[config.mk]
export PLATFORM = sky130hd
export DESIGN_NAME = pbg_selftest
export DESIGN_NICKNAME = d
export VERILOG_FILES = /design/src/hdl/pbg_sat_counter.v /design/src/hdl/pbg_selftest.v
export VERILOG_INCLUDE_DIRS = /design/src /design/src/hdl
export SDC_FILE = /design/constraint.sdc
export NUM_CORES = 1
export LEC_CHECK = 0
export BUFFER_PORTS_ARGS = -buffer_cell sky130_fd_sc_hd__clkbuf_2
export CORE_MARGIN = 4
export CORE_UTILIZATION = 66
export CTS_BUF_LIST = sky130_fd_sc_hd__clkbuf_16
export DETAILED_ROUTE_END_ITERATION = 10
export PLACE_DENSITY_LB_ADDON = 0.2
export SLEW_MARGIN = 30
export SYNTH_ARGS = -nofsm -noshare
export SYNTH_HDL_FRONTEND = slang
export SYNTH_HIERARCHICAL = 1
export SYNTH_SLANG_ARGS = --single-unit
[constraint.sdc]
create_clock -name clock -period 8.5 [get_ports clock]
set_clock_uncertainty 0.1 [all_clocks]
set_input_delay 1.275 -clock clock [delete_from_list [all_inputs] [get_ports clock]]
set_output_delay 1.275 -clock clock [all_outputs]
set_load 0.005 [all_outputs]
[src/hdl/pbg_consts.vh]
// constants for the self-test packet generator and checker counters
`ifndef PBG_CONSTS_VH
`define PBG_CONSTS_VH

// ----------------------------------------
// register addresses
// ----------------------------------------
`define PBG_ADDR_BYTE_TOTAL    8'h71
`define PBG_ADDR_ERR_FLAGS     8'h72
`define PBG_ADDR_PKT_LEN       8'h7B
`define PBG_ADDR_GAP_LEN       8'h7C
`define PBG_ADDR_CTRL          8'h80
`define PBG_ADDR_IRQ_STATUS    8'h81
`define PBG_ADDR_IRQ_MASK      8'h82

// ----------------------------------------
// field positions
// ----------------------------------------
`define PBG_BIT_LOCK           0
`define PBG_BIT_LOCK_CLEAR     1
`define PBG_BIT_BYTE_OVF       9
`define PBG_BIT_PKT_OVF        10
`define PBG_BIT_CTRL_GEN_EN    0
`define PBG_BIT_CTRL_COUNT_MD  1
`define PBG_BIT_IRQ_PKT_OVF    0
`define PBG_BIT_IRQ_BYTE_OVF   1
`define PBG_BIT_IRQ_PKT_DONE   2

// ----------------------------------------
// reset values and frame constants
// ----------------------------------------
`define PBG_RST_PKT_LEN        16'h05DC
`define PBG_RST_GAP_LEN        8'h7D
`define PBG_PREAMBLE_NIBBLES   5'h0D
`define PBG_PREAMBLE_NIBBLE    4'h5
`define PBG_SFD_BYTE           8'hD5
`define PBG_GAP_BYTES_PER_STEP 10'h004
`define PBG_ERR_SAT            8'hFF
`define PBG_BYTE_SAT           16'hFFFF

`endif

[src/hdl/pbg_sat_counter.v]
// counter that saturates or wraps and reports overflow
`timescale 1ns/1ps
`default_nettype none

module pbg_sat_counter #(
    parameter WIDTH = 16
) (
    input  wire             clock,
    input  wire             sys_rst,
    input  wire             clear,
    input  wire             incr,
    input  wire             saturate,
    output reg  [WIDTH-1:0] count,
    output wire             overflow
);
    wire at_max;

    // all ones marks the top of the range
    assign at_max   = &count;
    assign overflow = incr & at_max & ~clear;

    // --------------------------------
    // count with clear winning
    // --------------------------------
    always @(posedge clock or posedge sys_rst) begin
        if (sys_rst) begin
            count <= {WIDTH{1'b0}};
        end else if (clear) begin
            count <= {WIDTH{1'b0}};
        end else if (incr && !(saturate && at_max)) begin
            count <= count + {{(WIDTH-1){1'b0}}, 1'b1};
        end
    end
endmodule

`default_nettype wire

[src/hdl/pbg_selftest.v]
// self-test packet generator and checker counters with register port
//
// Function
// packet counter overflow sets flag bit 10
// byte counter overflow sets flag bit 9
// overflow flags cleared only by clear write
// errored bytes counted in bits 7:0
// count mode zero saturates errors at FF
// bit 0 write locks reported counters
// bit 1 write locks then clears counters
// packet length from register, reset 1500
// thirteen 5 nibbles then D5 precede packet
// gap between packets, field reset 7D
// gap bytes equal four times field
// 16-bit byte total, locked, saturating; here it saturates only in count mode zero and wraps in mode one
// snapshot holds until next lock write
//
// Local design decision: the address-and-strobe port.
`timescale 1ns/1ps
`default_nettype none
`include "pbg_consts.vh"

module pbg_selftest #(
    parameter PKT_CNT_WIDTH = 16
) (
    input  wire        clock,
    input  wire        sys_rst,
    input  wire [7:0]  reg_addr,
    input  wire [15:0] reg_wdata,
    input  wire        reg_write,
    input  wire        reg_read,
    output reg  [15:0] reg_rdata,
    output wire        irq,
    output reg  [3:0]  gen_nibble,
    output reg         gen_nibble_valid,
    output reg         gen_frame_active,
    input  wire        chk_byte_valid,
    input  wire        chk_byte_error,
    input  wire        chk_packet_end
);
    // --------------------------------
    // state codes of the generator
    // --------------------------------
    localparam ST_IDLE     = 2'd0;
    localparam ST_PREAMBLE = 2'd1;
    localparam ST_PAYLOAD  = 2'd2;
    localparam ST_GAP      = 2'd3;

    // --------------------------------
    // frame constants
    // --------------------------------
    localparam [7:0]  SFD_BYTE = `PBG_SFD_BYTE;
    localparam [16:0] PRE_NIBS = {12'h000, `PBG_PREAMBLE_NIBBLES};

    // software-visible registers
    reg  [15:0] test_packet_length;
    reg  [7:0]  gap_length_field;
    reg         gen_enable;
    reg         checker_count_mode;
    reg  [2:0]  irq_status;
    reg  [2:0]  irq_mask;

    // checker snapshot and flags
    reg         packet_counter_overflow_flag;
    reg         byte_counter_overflow_flag;
    reg  [15:0] received_byte_total;
    reg  [7:0]  errored_byte_count;

    // generator state
    reg  [1:0]  state;
    reg  [16:0] nib_cnt;
    reg  [7:0]  prbs;
    reg         pkt_done;

    // strobes, live counts and lengths
    wire        wr_flags;
    wire        lock;
    wire        clear;
    wire        saturate;
    wire [15:0] live_bytes;
    wire [7:0]  live_errs;
    wire [PKT_CNT_WIDTH-1:0] live_pkts;
    wire        byte_ovf;
    wire        pkt_ovf;
    wire [16:0] payload_nibbles;
    wire [16:0] gap_nibbles;
    wire [2:0]  irq_events;

    // --------------------------------
    // lock and clear strobes
    // --------------------------------
    assign wr_flags = reg_write && (reg_addr == `PBG_ADDR_ERR_FLAGS);
    assign lock  = wr_flags && (reg_wdata[`PBG_BIT_LOCK] || reg_wdata[`PBG_BIT_LOCK_CLEAR]);
    assign clear = wr_flags && reg_wdata[`PBG_BIT_LOCK_CLEAR];

    // count mode zero stops the byte and error counters at the top; the packet counter always wraps
    assign saturate = ~checker_count_mode;

    // --------------------------------
    // checker counters
    // --------------------------------
    pbg_sat_counter #(.WIDTH(16)) u_byte_cnt (
        .clock    (clock),
        .sys_rst  (sys_rst),
        .clear    (clear),
        .incr     (chk_byte_valid),
        .saturate (saturate),
        .count    (live_bytes),
        .overflow (byte_ovf)
    );

    pbg_sat_counter #(.WIDTH(8)) u_err_cnt (
        .clock    (clock),
        .sys_rst  (sys_rst),
        .clear    (clear),
        .incr     (chk_byte_valid & chk_byte_error),
        .saturate (saturate),
        .count    (live_errs),
        .overflow ()
    );

    pbg_sat_counter #(.WIDTH(PKT_CNT_WIDTH)) u_pkt_cnt (
        .clock    (clock),
        .sys_rst  (sys_rst),
        .clear    (clear),
        .incr     (chk_packet_end),
        .saturate (1'b0),
        .count    (live_pkts),
        .overflow (pkt_ovf)
    );

    // --------------------------------
    // snapshot of the live counts
    // --------------------------------
    always @(posedge clock or posedge sys_rst) begin
        if (sys_rst) begin
            received_byte_total <= 16'h0000;
            errored_byte_count  <= 8'h00;
        end else if (lock) begin
            received_byte_total <= live_bytes;
            errored_byte_count  <= live_errs;
        end
    end

    // --------------------------------
    // overflow flags
    // --------------------------------
    // clear is the only way down; a clearing counter reports no overflow
    always @(posedge clock or posedge sys_rst) begin
        if (sys_rst) begin
            packet_counter_overflow_flag <= 1'b0;
            byte_counter_overflow_flag   <= 1'b0;
        end else if (clear) begin
            packet_counter_overflow_flag <= 1'b0;
            byte_counter_overflow_flag   <= 1'b0;
        end else begin
            if (pkt_ovf) begin
                packet_counter_overflow_flag <= 1'b1;
            end
            if (byte_ovf) begin
                byte_counter_overflow_flag <= 1'b1;
            end
        end
    end

    // --------------------------------
    // generator lengths in nibbles
    // --------------------------------
    assign payload_nibbles = {test_packet_length, 1'b0};

    // four bytes per field step, two nibbles per byte
    assign gap_nibbles = {6'h00, gap_length_field, 3'h0};

    // --------------------------------
    // packet generator sequence
    // --------------------------------
    always @(posedge clock or posedge sys_rst) begin
        if (sys_rst) begin
            state            <= ST_IDLE;
            nib_cnt          <= 17'h00000;
            prbs             <= 8'hFF;
            gen_nibble       <= 4'h0;
            gen_nibble_valid <= 1'b0;
            gen_frame_active <= 1'b0;
            pkt_done         <= 1'b0;
        end else begin
            pkt_done <= 1'b0;
            case (state)
                ST_IDLE: begin
                    gen_nibble_valid <= 1'b0;
                    gen_frame_active <= 1'b0;
                    nib_cnt          <= 17'h00000;
                    if (gen_enable) begin
                        state <= ST_PREAMBLE;
                    end
                end
                ST_PREAMBLE: begin
                    gen_nibble_valid <= 1'b1;
                    gen_frame_active <= 1'b1;
                    // 13 nibbles of 5, then D5 low then high nibble
                    if (nib_cnt < PRE_NIBS) begin
                        gen_nibble <= `PBG_PREAMBLE_NIBBLE;
                        nib_cnt    <= nib_cnt + 17'h00001;
                    end else if (nib_cnt == PRE_NIBS) begin
                        gen_nibble <= SFD_BYTE[3:0];
                        nib_cnt    <= nib_cnt + 17'h00001;
                    end else begin
                        gen_nibble <= SFD_BYTE[7:4];
                        nib_cnt    <= 17'h00000;
                        state      <= (payload_nibbles == 17'h00000) ? ST_GAP : ST_PAYLOAD;
                    end
                end
                ST_PAYLOAD: begin
                    // one pseudo-random nibble per cycle
                    gen_nibble <= prbs[3:0];
                    prbs       <= {prbs[6:0], prbs[7] ^ prbs[5] ^ prbs[4] ^ prbs[3]};
                    if (nib_cnt == payload_nibbles - 17'h00001) begin
                        nib_cnt  <= 17'h00000;
                        state    <= ST_GAP;
                        pkt_done <= 1'b1;
                    end else begin
                        nib_cnt <= nib_cnt + 17'h00001;
                    end
                end
                ST_GAP: begin
                    // outputs idle while the gap runs
                    gen_nibble_valid <= 1'b0;
                    gen_frame_active <= 1'b0;
                    gen_nibble       <= 4'h0;
                    if (nib_cnt + 17'h00001 >= gap_nibbles) begin
                        nib_cnt <= 17'h00000;
                        state   <= gen_enable ? ST_PREAMBLE : ST_IDLE;
                    end else begin
                        nib_cnt <= nib_cnt + 17'h00001;
                    end
                end
                default: begin
                    state <= ST_IDLE;
                end
            endcase
        end
    end

    // --------------------------------
    // software registers and interrupt
    // --------------------------------
    // events that set the sticky status bits
    assign irq_events = {pkt_done, byte_ovf, pkt_ovf};

    // level interrupt while an unmasked bit is set
    assign irq = |(irq_status & irq_mask);

    // configuration registers
    always @(posedge clock or posedge sys_rst) begin
        if (sys_rst) begin
            test_packet_length <= `PBG_RST_PKT_LEN;
            gap_length_field   <= `PBG_RST_GAP_LEN;
            gen_enable         <= 1'b0;
            checker_count_mode <= 1'b0;
            irq_mask           <= 3'h0;
        end else if (reg_write) begin
            case (reg_addr)
                `PBG_ADDR_PKT_LEN: test_packet_length <= reg_wdata;
                `PBG_ADDR_GAP_LEN: gap_length_field <= reg_wdata[7:0];
                `PBG_ADDR_CTRL: begin
                    gen_enable         <= reg_wdata[`PBG_BIT_CTRL_GEN_EN];
                    checker_count_mode <= reg_wdata[`PBG_BIT_CTRL_COUNT_MD];
                end
                `PBG_ADDR_IRQ_MASK: irq_mask <= reg_wdata[2:0];
                default: ;
            endcase
        end
    end

    // sticky status; a new event wins over the write-one clear
    always @(posedge clock or posedge sys_rst) begin
        if (sys_rst) begin
            irq_status <= 3'h0;
        end else if (reg_write && reg_addr == `PBG_ADDR_IRQ_STATUS) begin
            irq_status <= (irq_status & ~reg_wdata[2:0]) | irq_events;
        end else begin
            irq_status <= irq_status | irq_events;
        end
    end

    // read data one cycle after the strobe, zero otherwise
    always @(posedge clock or posedge sys_rst) begin
        if (sys_rst) begin
            reg_rdata <= 16'h0000;
        end else if (reg_read) begin
            case (reg_addr)
                `PBG_ADDR_BYTE_TOTAL: reg_rdata <= received_byte_total;
                `PBG_ADDR_ERR_FLAGS: reg_rdata <= {5'h00, packet_counter_overflow_flag,
                                                   byte_counter_overflow_flag, 1'b0,
                                                   errored_byte_count};
                `PBG_ADDR_PKT_LEN: reg_rdata <= test_packet_length;
                `PBG_ADDR_GAP_LEN: reg_rdata <= {8'h00, gap_length_field};
                `PBG_ADDR_CTRL: reg_rdata <= {14'h0000, checker_count_mode, gen_enable};
                `PBG_ADDR_IRQ_STATUS: reg_rdata <= {13'h0000, irq_status};
                `PBG_ADDR_IRQ_MASK: reg_rdata <= {13'h0000, irq_mask};
                default: reg_rdata <= 16'h0000;
            endcase
        end else begin
            reg_rdata <= 16'h0000;
        end
    end
endmodule

`default_nettype wire

==> parameters.txt, run 1 <==
Parameter                              Value

Status
  Result of the run ... completed

Critical path
  Type of destination of the critical path ... flop
  Highest-delay cell along the critical path ... sky130_fd_sc_hd__dfrtp_1
  Maximum single-stage delay on the critical path ... roughly 0.53 ns
  Top fanout value on the critical path ... 17
  CP Data Arrival Time ... approximately 4 ns
  Critical setup path kind ... flop to flop
  Crit path launch type ... flop
  Ordered cell list for the critical path ... nand4_1, nor2_1, xor2_1, ha_1, and4_1, a41o_1, a41oi_1, nand4b_1, o31ai_1, a21oi_4, nor3b_1
  Endpoint required time on the critical path ... slightly below 9 ns

Clock network
  Root buf cell ... sky130_fd_sc_hd__clkbuf_16
  CTS tree ... yes
  Clock-pin slew of the registers on the worst-case setup and hold paths ... about 0.060 ns
  Depth of the CTS H-tree ... 4
  Number of CTS-inserted buffers ... 17
  Later-pin clock latency in the skew report ... about 0.42 ns
  Clk sink count ... 147
  Post-CTS Setup Repair Bufs ... 0
  Post-CTS resize count ... 0
  Buffers from clock root to sink, at most ... 2
  Number of buffers inserted for hold repair after clock tree synthesis ... 0

Layout
  Fraction of layout cells with a size suffix above 1 ... 0.262
  Layout Nets ... 853
  Most common library cell in the layout ignoring fill and taps ... sky130_fd_sc_hd__dfrtp_1
  Ant diodes ... 0
  Layout filler cell count ... 842
  Area Overhead vs Synth ... 11.0%
  Commonest cells after routing, fill and taps aside ... 126 x sky130_fd_sc_hd__dfrtp_1, 61 x sky130_fd_sc_hd__mux2_2, 53 x sky130_fd_sc_hd__clkbuf_2
  Post-route design area ... between 9000 and 10000 µm²
  Non-filler cells in the finished layout ... 961
  Final core utilization ... 0.750

Timing
  Final setup vio count ... 0
  Remaining max-slew budget at the tightest pin ... 0.350
  Count of pins over their slew limit ... 0
  Clock period minus final worst setup slack ... approximately 3.7 ns
  Transition time of the tightest slew-check pin ... 0.966 ns
  Count of final hold-check violations ... 0
  Total Negative Setup Slacks ... 0 ns
  PnR worst setup slack ... 4.81 ns
  Maximum clock rate ... between 0.2 and 0.3 GHz
  RSZ-0062 raised after global routing ... no
  Fin crit share ... 0.434

Global routing
  Wire length of the first global-routing pass ... about 32000 µm
  Total GRT Usage ... 0.281
  Antenna violations before repair ... 0
  Number of global-route vias before repair ... around 6300
  Largest net degree at the start of global routing ... 56
  Remaining global-route overflow ... 0

Drt
  Via Count ... 6366
  Post-route DRC ... 0
  Average wire per cell in the routed design ... roughly 20 µm
  First DRT Iteration DRCs ... between 500 and 600
  DR vias/cell ... approximately 6.6
  Number of iterations in the first detailed-routing pass ... 8
  Number of nets with antenna violations after routing ... 0
  Detailed-route wire length ... between 15000 and 20000 µm

Power
  Leakage power summed over all cells ... about 4.0 nW
  Total power density per cell area ... 243 nW/µm²
  Peak supply drop ... around 0.00019 V

Run
  Max Cap Violations ... 0

Die
  Count of standard-cell rows ... 40
  I/O Pins ... 54
  Placeable core region ... between 10000 and 15000 µm²
  Floorplan die width ... ~120 µm
  Die Footprint ... ~14000 µm²
  Die boundary height ... ~120 µm
  Initial Utilization ... 0.676

Logic synthesis
  Cell area after technology mapping ... 8120 µm²
  Synth Instances ... 766
  Avg Inst Size Synth ... 10.6 µm²
  Yosys Warn Count ... 6

Placed design
  Port-buffer cells ... 53
  Total half-perimeter wirelength after legalization and detailed placement ... 13800 µm
  Placed Cells ... 929
  Placed Area ... 8410 µm²
  Setup slack at placement ... ~4.7 ns
  Routability cong. ... approximately 0.95

Hold path
  Min-Delay Path Class ... flop to flop
-- power breakdown --
part / switching, mW / internal (mW) / total, mW
logic: 0.292 / 0.203 / 0.495
registers: 0.133 / 0.813 / 0.946
clock network: 0.292 / 0.459 / 0.751
total: 0.716 / 1.48 / 2.19
-- stage by stage --
stage / hold slack (ns) / power [mW]
3_5_place_dp: 0.336 / 1.44
2_1_floorplan: 0.304 / 1.31
5_1_grt: 0.368 / 2.31
3_3_place_gp: 0.330 / 1.41
4_1_cts: 0.359 / 2.20
6_report: 0.360 / 2.19
-- final cells by class --
type | instances | area, µm² | area share
clock buffers | 17 | 425 | 0.0472
clock inverters | 15 | 164 | 0.0182
inverters | 35 | 134 | 0.0149
multi-input cells | 542 | 4100 | 0.455
flip-flops and latches | 147 | 3700 | 0.411
well taps | 147 | 184 | 0.0204
repair buffers | 58 | 303 | 0.0336
-- path summary, 6_finish.rpt --
kind                       slack, ns        from  cells past startpoint                 end
max in group asynchronous       6.28     sys_rst                      3            pkt_done
min in group asynchronous       0.78     sys_rst                      2  u_err_cnt/count[7]
hold / removal                  0.36    pkt_done                      1       irq_status[2]
setup / recovery                4.81  nib_cnt[3]                     11          nib_cnt[4]
hold reg to reg                 0.36    pkt_done                      1       irq_status[2]
setup reg to reg                4.81  nib_cnt[3]                     11          nib_cnt[4]
-- critical path: cells and delay by family (launching register included) --
kind                     cells  cell delay [ns]
AO/OA/AOI/OAI                4             1.25
XOR/XNOR                     1             0.25
adder cells (fa/ha/maj)      1             0.28
flip-flops                   1             0.53
AND/OR/NAND/NOR              5             1.17
-- flip-flops by register name, indices dropped and copies added, names as in the netlist --
signal and cells:
gen_frame_active 1, checker_count_mode 1, errored_byte_count 8, reg_rdata 16, prbs 8, irq_mask 3, nib_cnt 17, received_byte_total 16
u_pkt_cnt/count 16, gen_nibble 4, byte_counter_overflow_flag 1, u_err_cnt/count 8, pkt_done 1, test_packet_length 16, gap_length_field 8, irq_status 3
packet_counter_overflow_flag 1, u_byte_cnt/count 16, gen_enable 1, state 2
-- routing by layer --
layer  GRT usage  part of all wire  vias up
li1            -                 -     2923
met4       0.103             0.024        0
met5           0                 0        -
met2       0.484              0.52      234
met3      0.0546             0.051       35
met1       0.353              0.40     3174
(Power assumes the default switching activity.)
==> run 2: changes to the inputs <==
CORE_UTILIZATION = 61   (was 66)
clock period = 3.7 ns   (was 8.5 ns; I/O delays follow)
==> run 2 against run 1 <==
Compared with the run above:
- final area is 0.18% higher
- worst hold slack worse by 0.30 ns
- clock-buffer cell count stayed put
- register-to-register slack worse by 4.6 ns
- maximum frequency is 5.1% higher
- clock power is 100% higher
- setup slack worse by 4.6 ns
- sequential cell count stayed put
- sequential share of layout area is 0.074 points lower
- global-route usage is 1.4 points lower
- sequential power is 130% higher
- critical path type unchanged
- largest power group unchanged
==> parameters.txt, run 2 (synthesis gave the netlist of run 1 again) <==
Parameter                              Value

Die
  I/O Pins ... 54
  Die boundary height ... 123 µm
  Initial Utilization ... 0.633
  Placeable core region ... around 13000 µm²
  Floorplan die width ... about 120 µm
  Die Footprint ... roughly 15000 µm²
  Count of standard-cell rows ... 41

Clock network
  Depth of the CTS H-tree ... 4
  Root buf cell ... sky130_fd_sc_hd__clkbuf_16
  Buffers from clock root to sink, at most ... 2
  Clock-pin slew of the registers on the worst-case setup and hold paths ... 0.06 ns
  Clk sink count ... about 150
  Number of buffers inserted for hold repair after clock tree synthesis ... 0
  CTS tree ... yes
  Later-pin clock latency in the skew report ... about 0.42 ns
  Number of CTS-inserted buffers ... 17

Drt
  Number of nets with antenna violations after routing ... 0
  First DRT Iteration DRCs ... 658
  Via Count ... between 6000 and 7000
  Average wire per cell in the routed design ... between 15 and 20 µm
  Detailed-route wire length ... between 15000 and 20000 µm
  Post-route DRC ... 0
  Number of iterations in the first detailed-routing pass ... 7
  DR vias/cell ... between 6 and 7

Timing
  Total Negative Setup Slacks ... 0 ns
  Transition time of the tightest slew-check pin ... ~0.83 ns
  Fin crit share ... 0.948
  RSZ-0062 raised after global routing ... no
  Clock period minus final worst setup slack ... approximately 3.5 ns
  Maximum clock rate ... approximately 0.29 GHz
  Count of pins over their slew limit ... 0
  Remaining max-slew budget at the tightest pin ... 0.445
  Final setup vio count ... 0
  Count of final hold-check violations ... 0

Layout
  Fraction of layout cells with a size suffix above 1 ... 0.270
  Commonest cells after routing, fill and taps aside ... 126 x sky130_fd_sc_hd__dfrtp_1, 61 x sky130_fd_sc_hd__mux2_2, 53 x sky130_fd_sc_hd__clkbuf_2
  Area Overhead vs Synth ... 11.2%
  Post-route design area ... about 9000 µm²
  Most common library cell in the layout ignoring fill and taps ... sky130_fd_sc_hd__dfrtp_1
  Number of flip-flops under the largest register name ... 17
  Layout Nets ... between 800 and 900
  Layout filler cell count ... 973
  Largest register by flop count ... nib_cnt

Global routing
  Remaining global-route overflow ... 0
  Number of global-route vias before repair ... approximately 6000
  Largest net degree at the start of global routing ... between 50 and 60
  Wire length of the first global-routing pass ... 31500 µm
  Total GRT Usage ... 0.267
  Antenna violations before repair ... 1

Critical path
  Worst r2r path cells ... 12
  Top fanout value on the critical path ... 17
  Crit path launch type ... flop
  Critical setup path kind ... flop to flop
  Buffers and inverters on the worst path ... 1
  Endpoint of the worst setup timing path ... nib_cnt[8]
  FF-to-FF End ... nib_cnt[8]
  WP depth ... 12
  Ordered cell list for the critical path ... nand4_1, nor2_2, xor2_1, ha_1, and4_1, a41o_1, a41oi_1, nand4b_1, o31ai_1, a21oi_2, buf_4, nor3b_1
  CP Data Arrival Time ... 3.72 ns
  Family of cells with the greatest summed delay on the critical path ... simple AND/OR/NAND/NOR gates
  Endpoint required time on the critical path ... 3.92 ns
  Highest-delay cell along the critical path ... sky130_fd_sc_hd__dfrtp_1
  Type of destination of the critical path ... flop
  Maximum single-stage delay on the critical path ... 0.52 ns
  Worst setup path start ... nib_cnt[3]
  FF-to-FF Start ... nib_cnt[3]
  R2r setup slk ... roughly 0.19 ns

Run
  Max Cap Violations ... 0

Power
  Clock network power share ... 0.315
  Share of total power in sequential cells ... 0.451
  Design internal power ... 3.20 mW
  Leakage power summed over all cells ... 3.97 nW
  Peak supply drop ... approximately 0.00041 V
  Total net switching power ... 1.61 mW
  Switching power share of the total ... 0.335
  Power share of the combinational group ... 0.234
  Total power density per cell area ... 532 nW/µm²

Placed design
  Port-buffer cells ... 53
  Placed Area ... roughly 8500 µm²
  Routability cong. ... ~0.91
  Total half-perimeter wirelength after legalization and detailed placement ... roughly 14000 µm

Hold path
  Min-Delay Path Class ... input port to asynchronous set/reset pin

Status
  Result of the run ... completed
[run 2: cell type report]
| cell class | count | area (µm²) | share of cell area |
|---|---|---|---|
| Clock buffer | 17 | 425 | 0.0471 |
| Tap cell | 172 | 215 | 0.0238 |
| Clock inverter | 15 | 97.6 | 0.0108 |
| Antenna cell | 1 | 2.50 | 0.000277 |
| Timing Repair Buffer | 65 | 368 | 0.0407 |
| Sequential cell | 147 | 3700 | 0.410 |
| Inverter | 35 | 134 | 0.0148 |
| Multi-Input combinational cell | 542 | 4080 | 0.452 |
[run 2: power by group through the flow]
| stage | clock (mW) | combinational [mW] | sequential (mW) |
|---|---|---|---|
| after floorplan | 0 | 0.939 | 2.08 |
| after global placement | 0 | 1.07 | 2.17 |
| after detailed placement | 0 | 1.11 | 2.19 |
| after CTS | 1.54 | 1.12 | 2.16 |
| after global routing | 1.61 | 1.26 | 2.21 |
| final | 1.51 | 1.12 | 2.17 |
[run 2: layer usage]
metal | GRT usage | wire length [µm] | vias up
li1 | - | - | 2949
met1 | 0.347 | 8160 | 3137
met2 | 0.442 | 9580 | 237
met3 | 0.0531 | 1000 | 46
met4 | 0.100 | 539 | 0
met5 | 0 | 0 | -
[run 2: per-stage QoR]
step	std cells	hold WS [ns]	utilization	setup WS, ns	total power, mW
after floorplan	767	0.271	-	0.263	3.02
after global placement	961	0.328	0.663	0.307	3.24
after detailed placement	961	0.327	0.663	0.237	3.30
after CTS	993	0.0567	0.704	0.184	4.82
after global routing	994	0.0669	0.704	0.0164	5.08
final	994	0.0564	0.704	0.192	4.80
[run 2: timing repair]
action                                  4_1_cts  5_1_grt
endpoints found under the setup margin        0        1
gates resized for setup                       0        1
buffers inserted                              0        0
[run 2: how the worst min path moves through the flow]
| stage | startpoint | end | slack [ns] |
|---|---|---|---|
| 2_1_floorplan | sys_rst | u_err_cnt/count[0] | 0.27 |
| 3_3_place_gp | pkt_done | irq_status[2] | 0.33 |
| 3_5_place_dp | pkt_done | irq_status[2] | 0.33 |
| 4_1_cts | sys_rst | u_err_cnt/count[2] | 0.06 |
| 5_1_grt | sys_rst | u_err_cnt/count[0] | 0.07 |
| 6_report | sys_rst | u_err_cnt/count[2] | 0.06 |
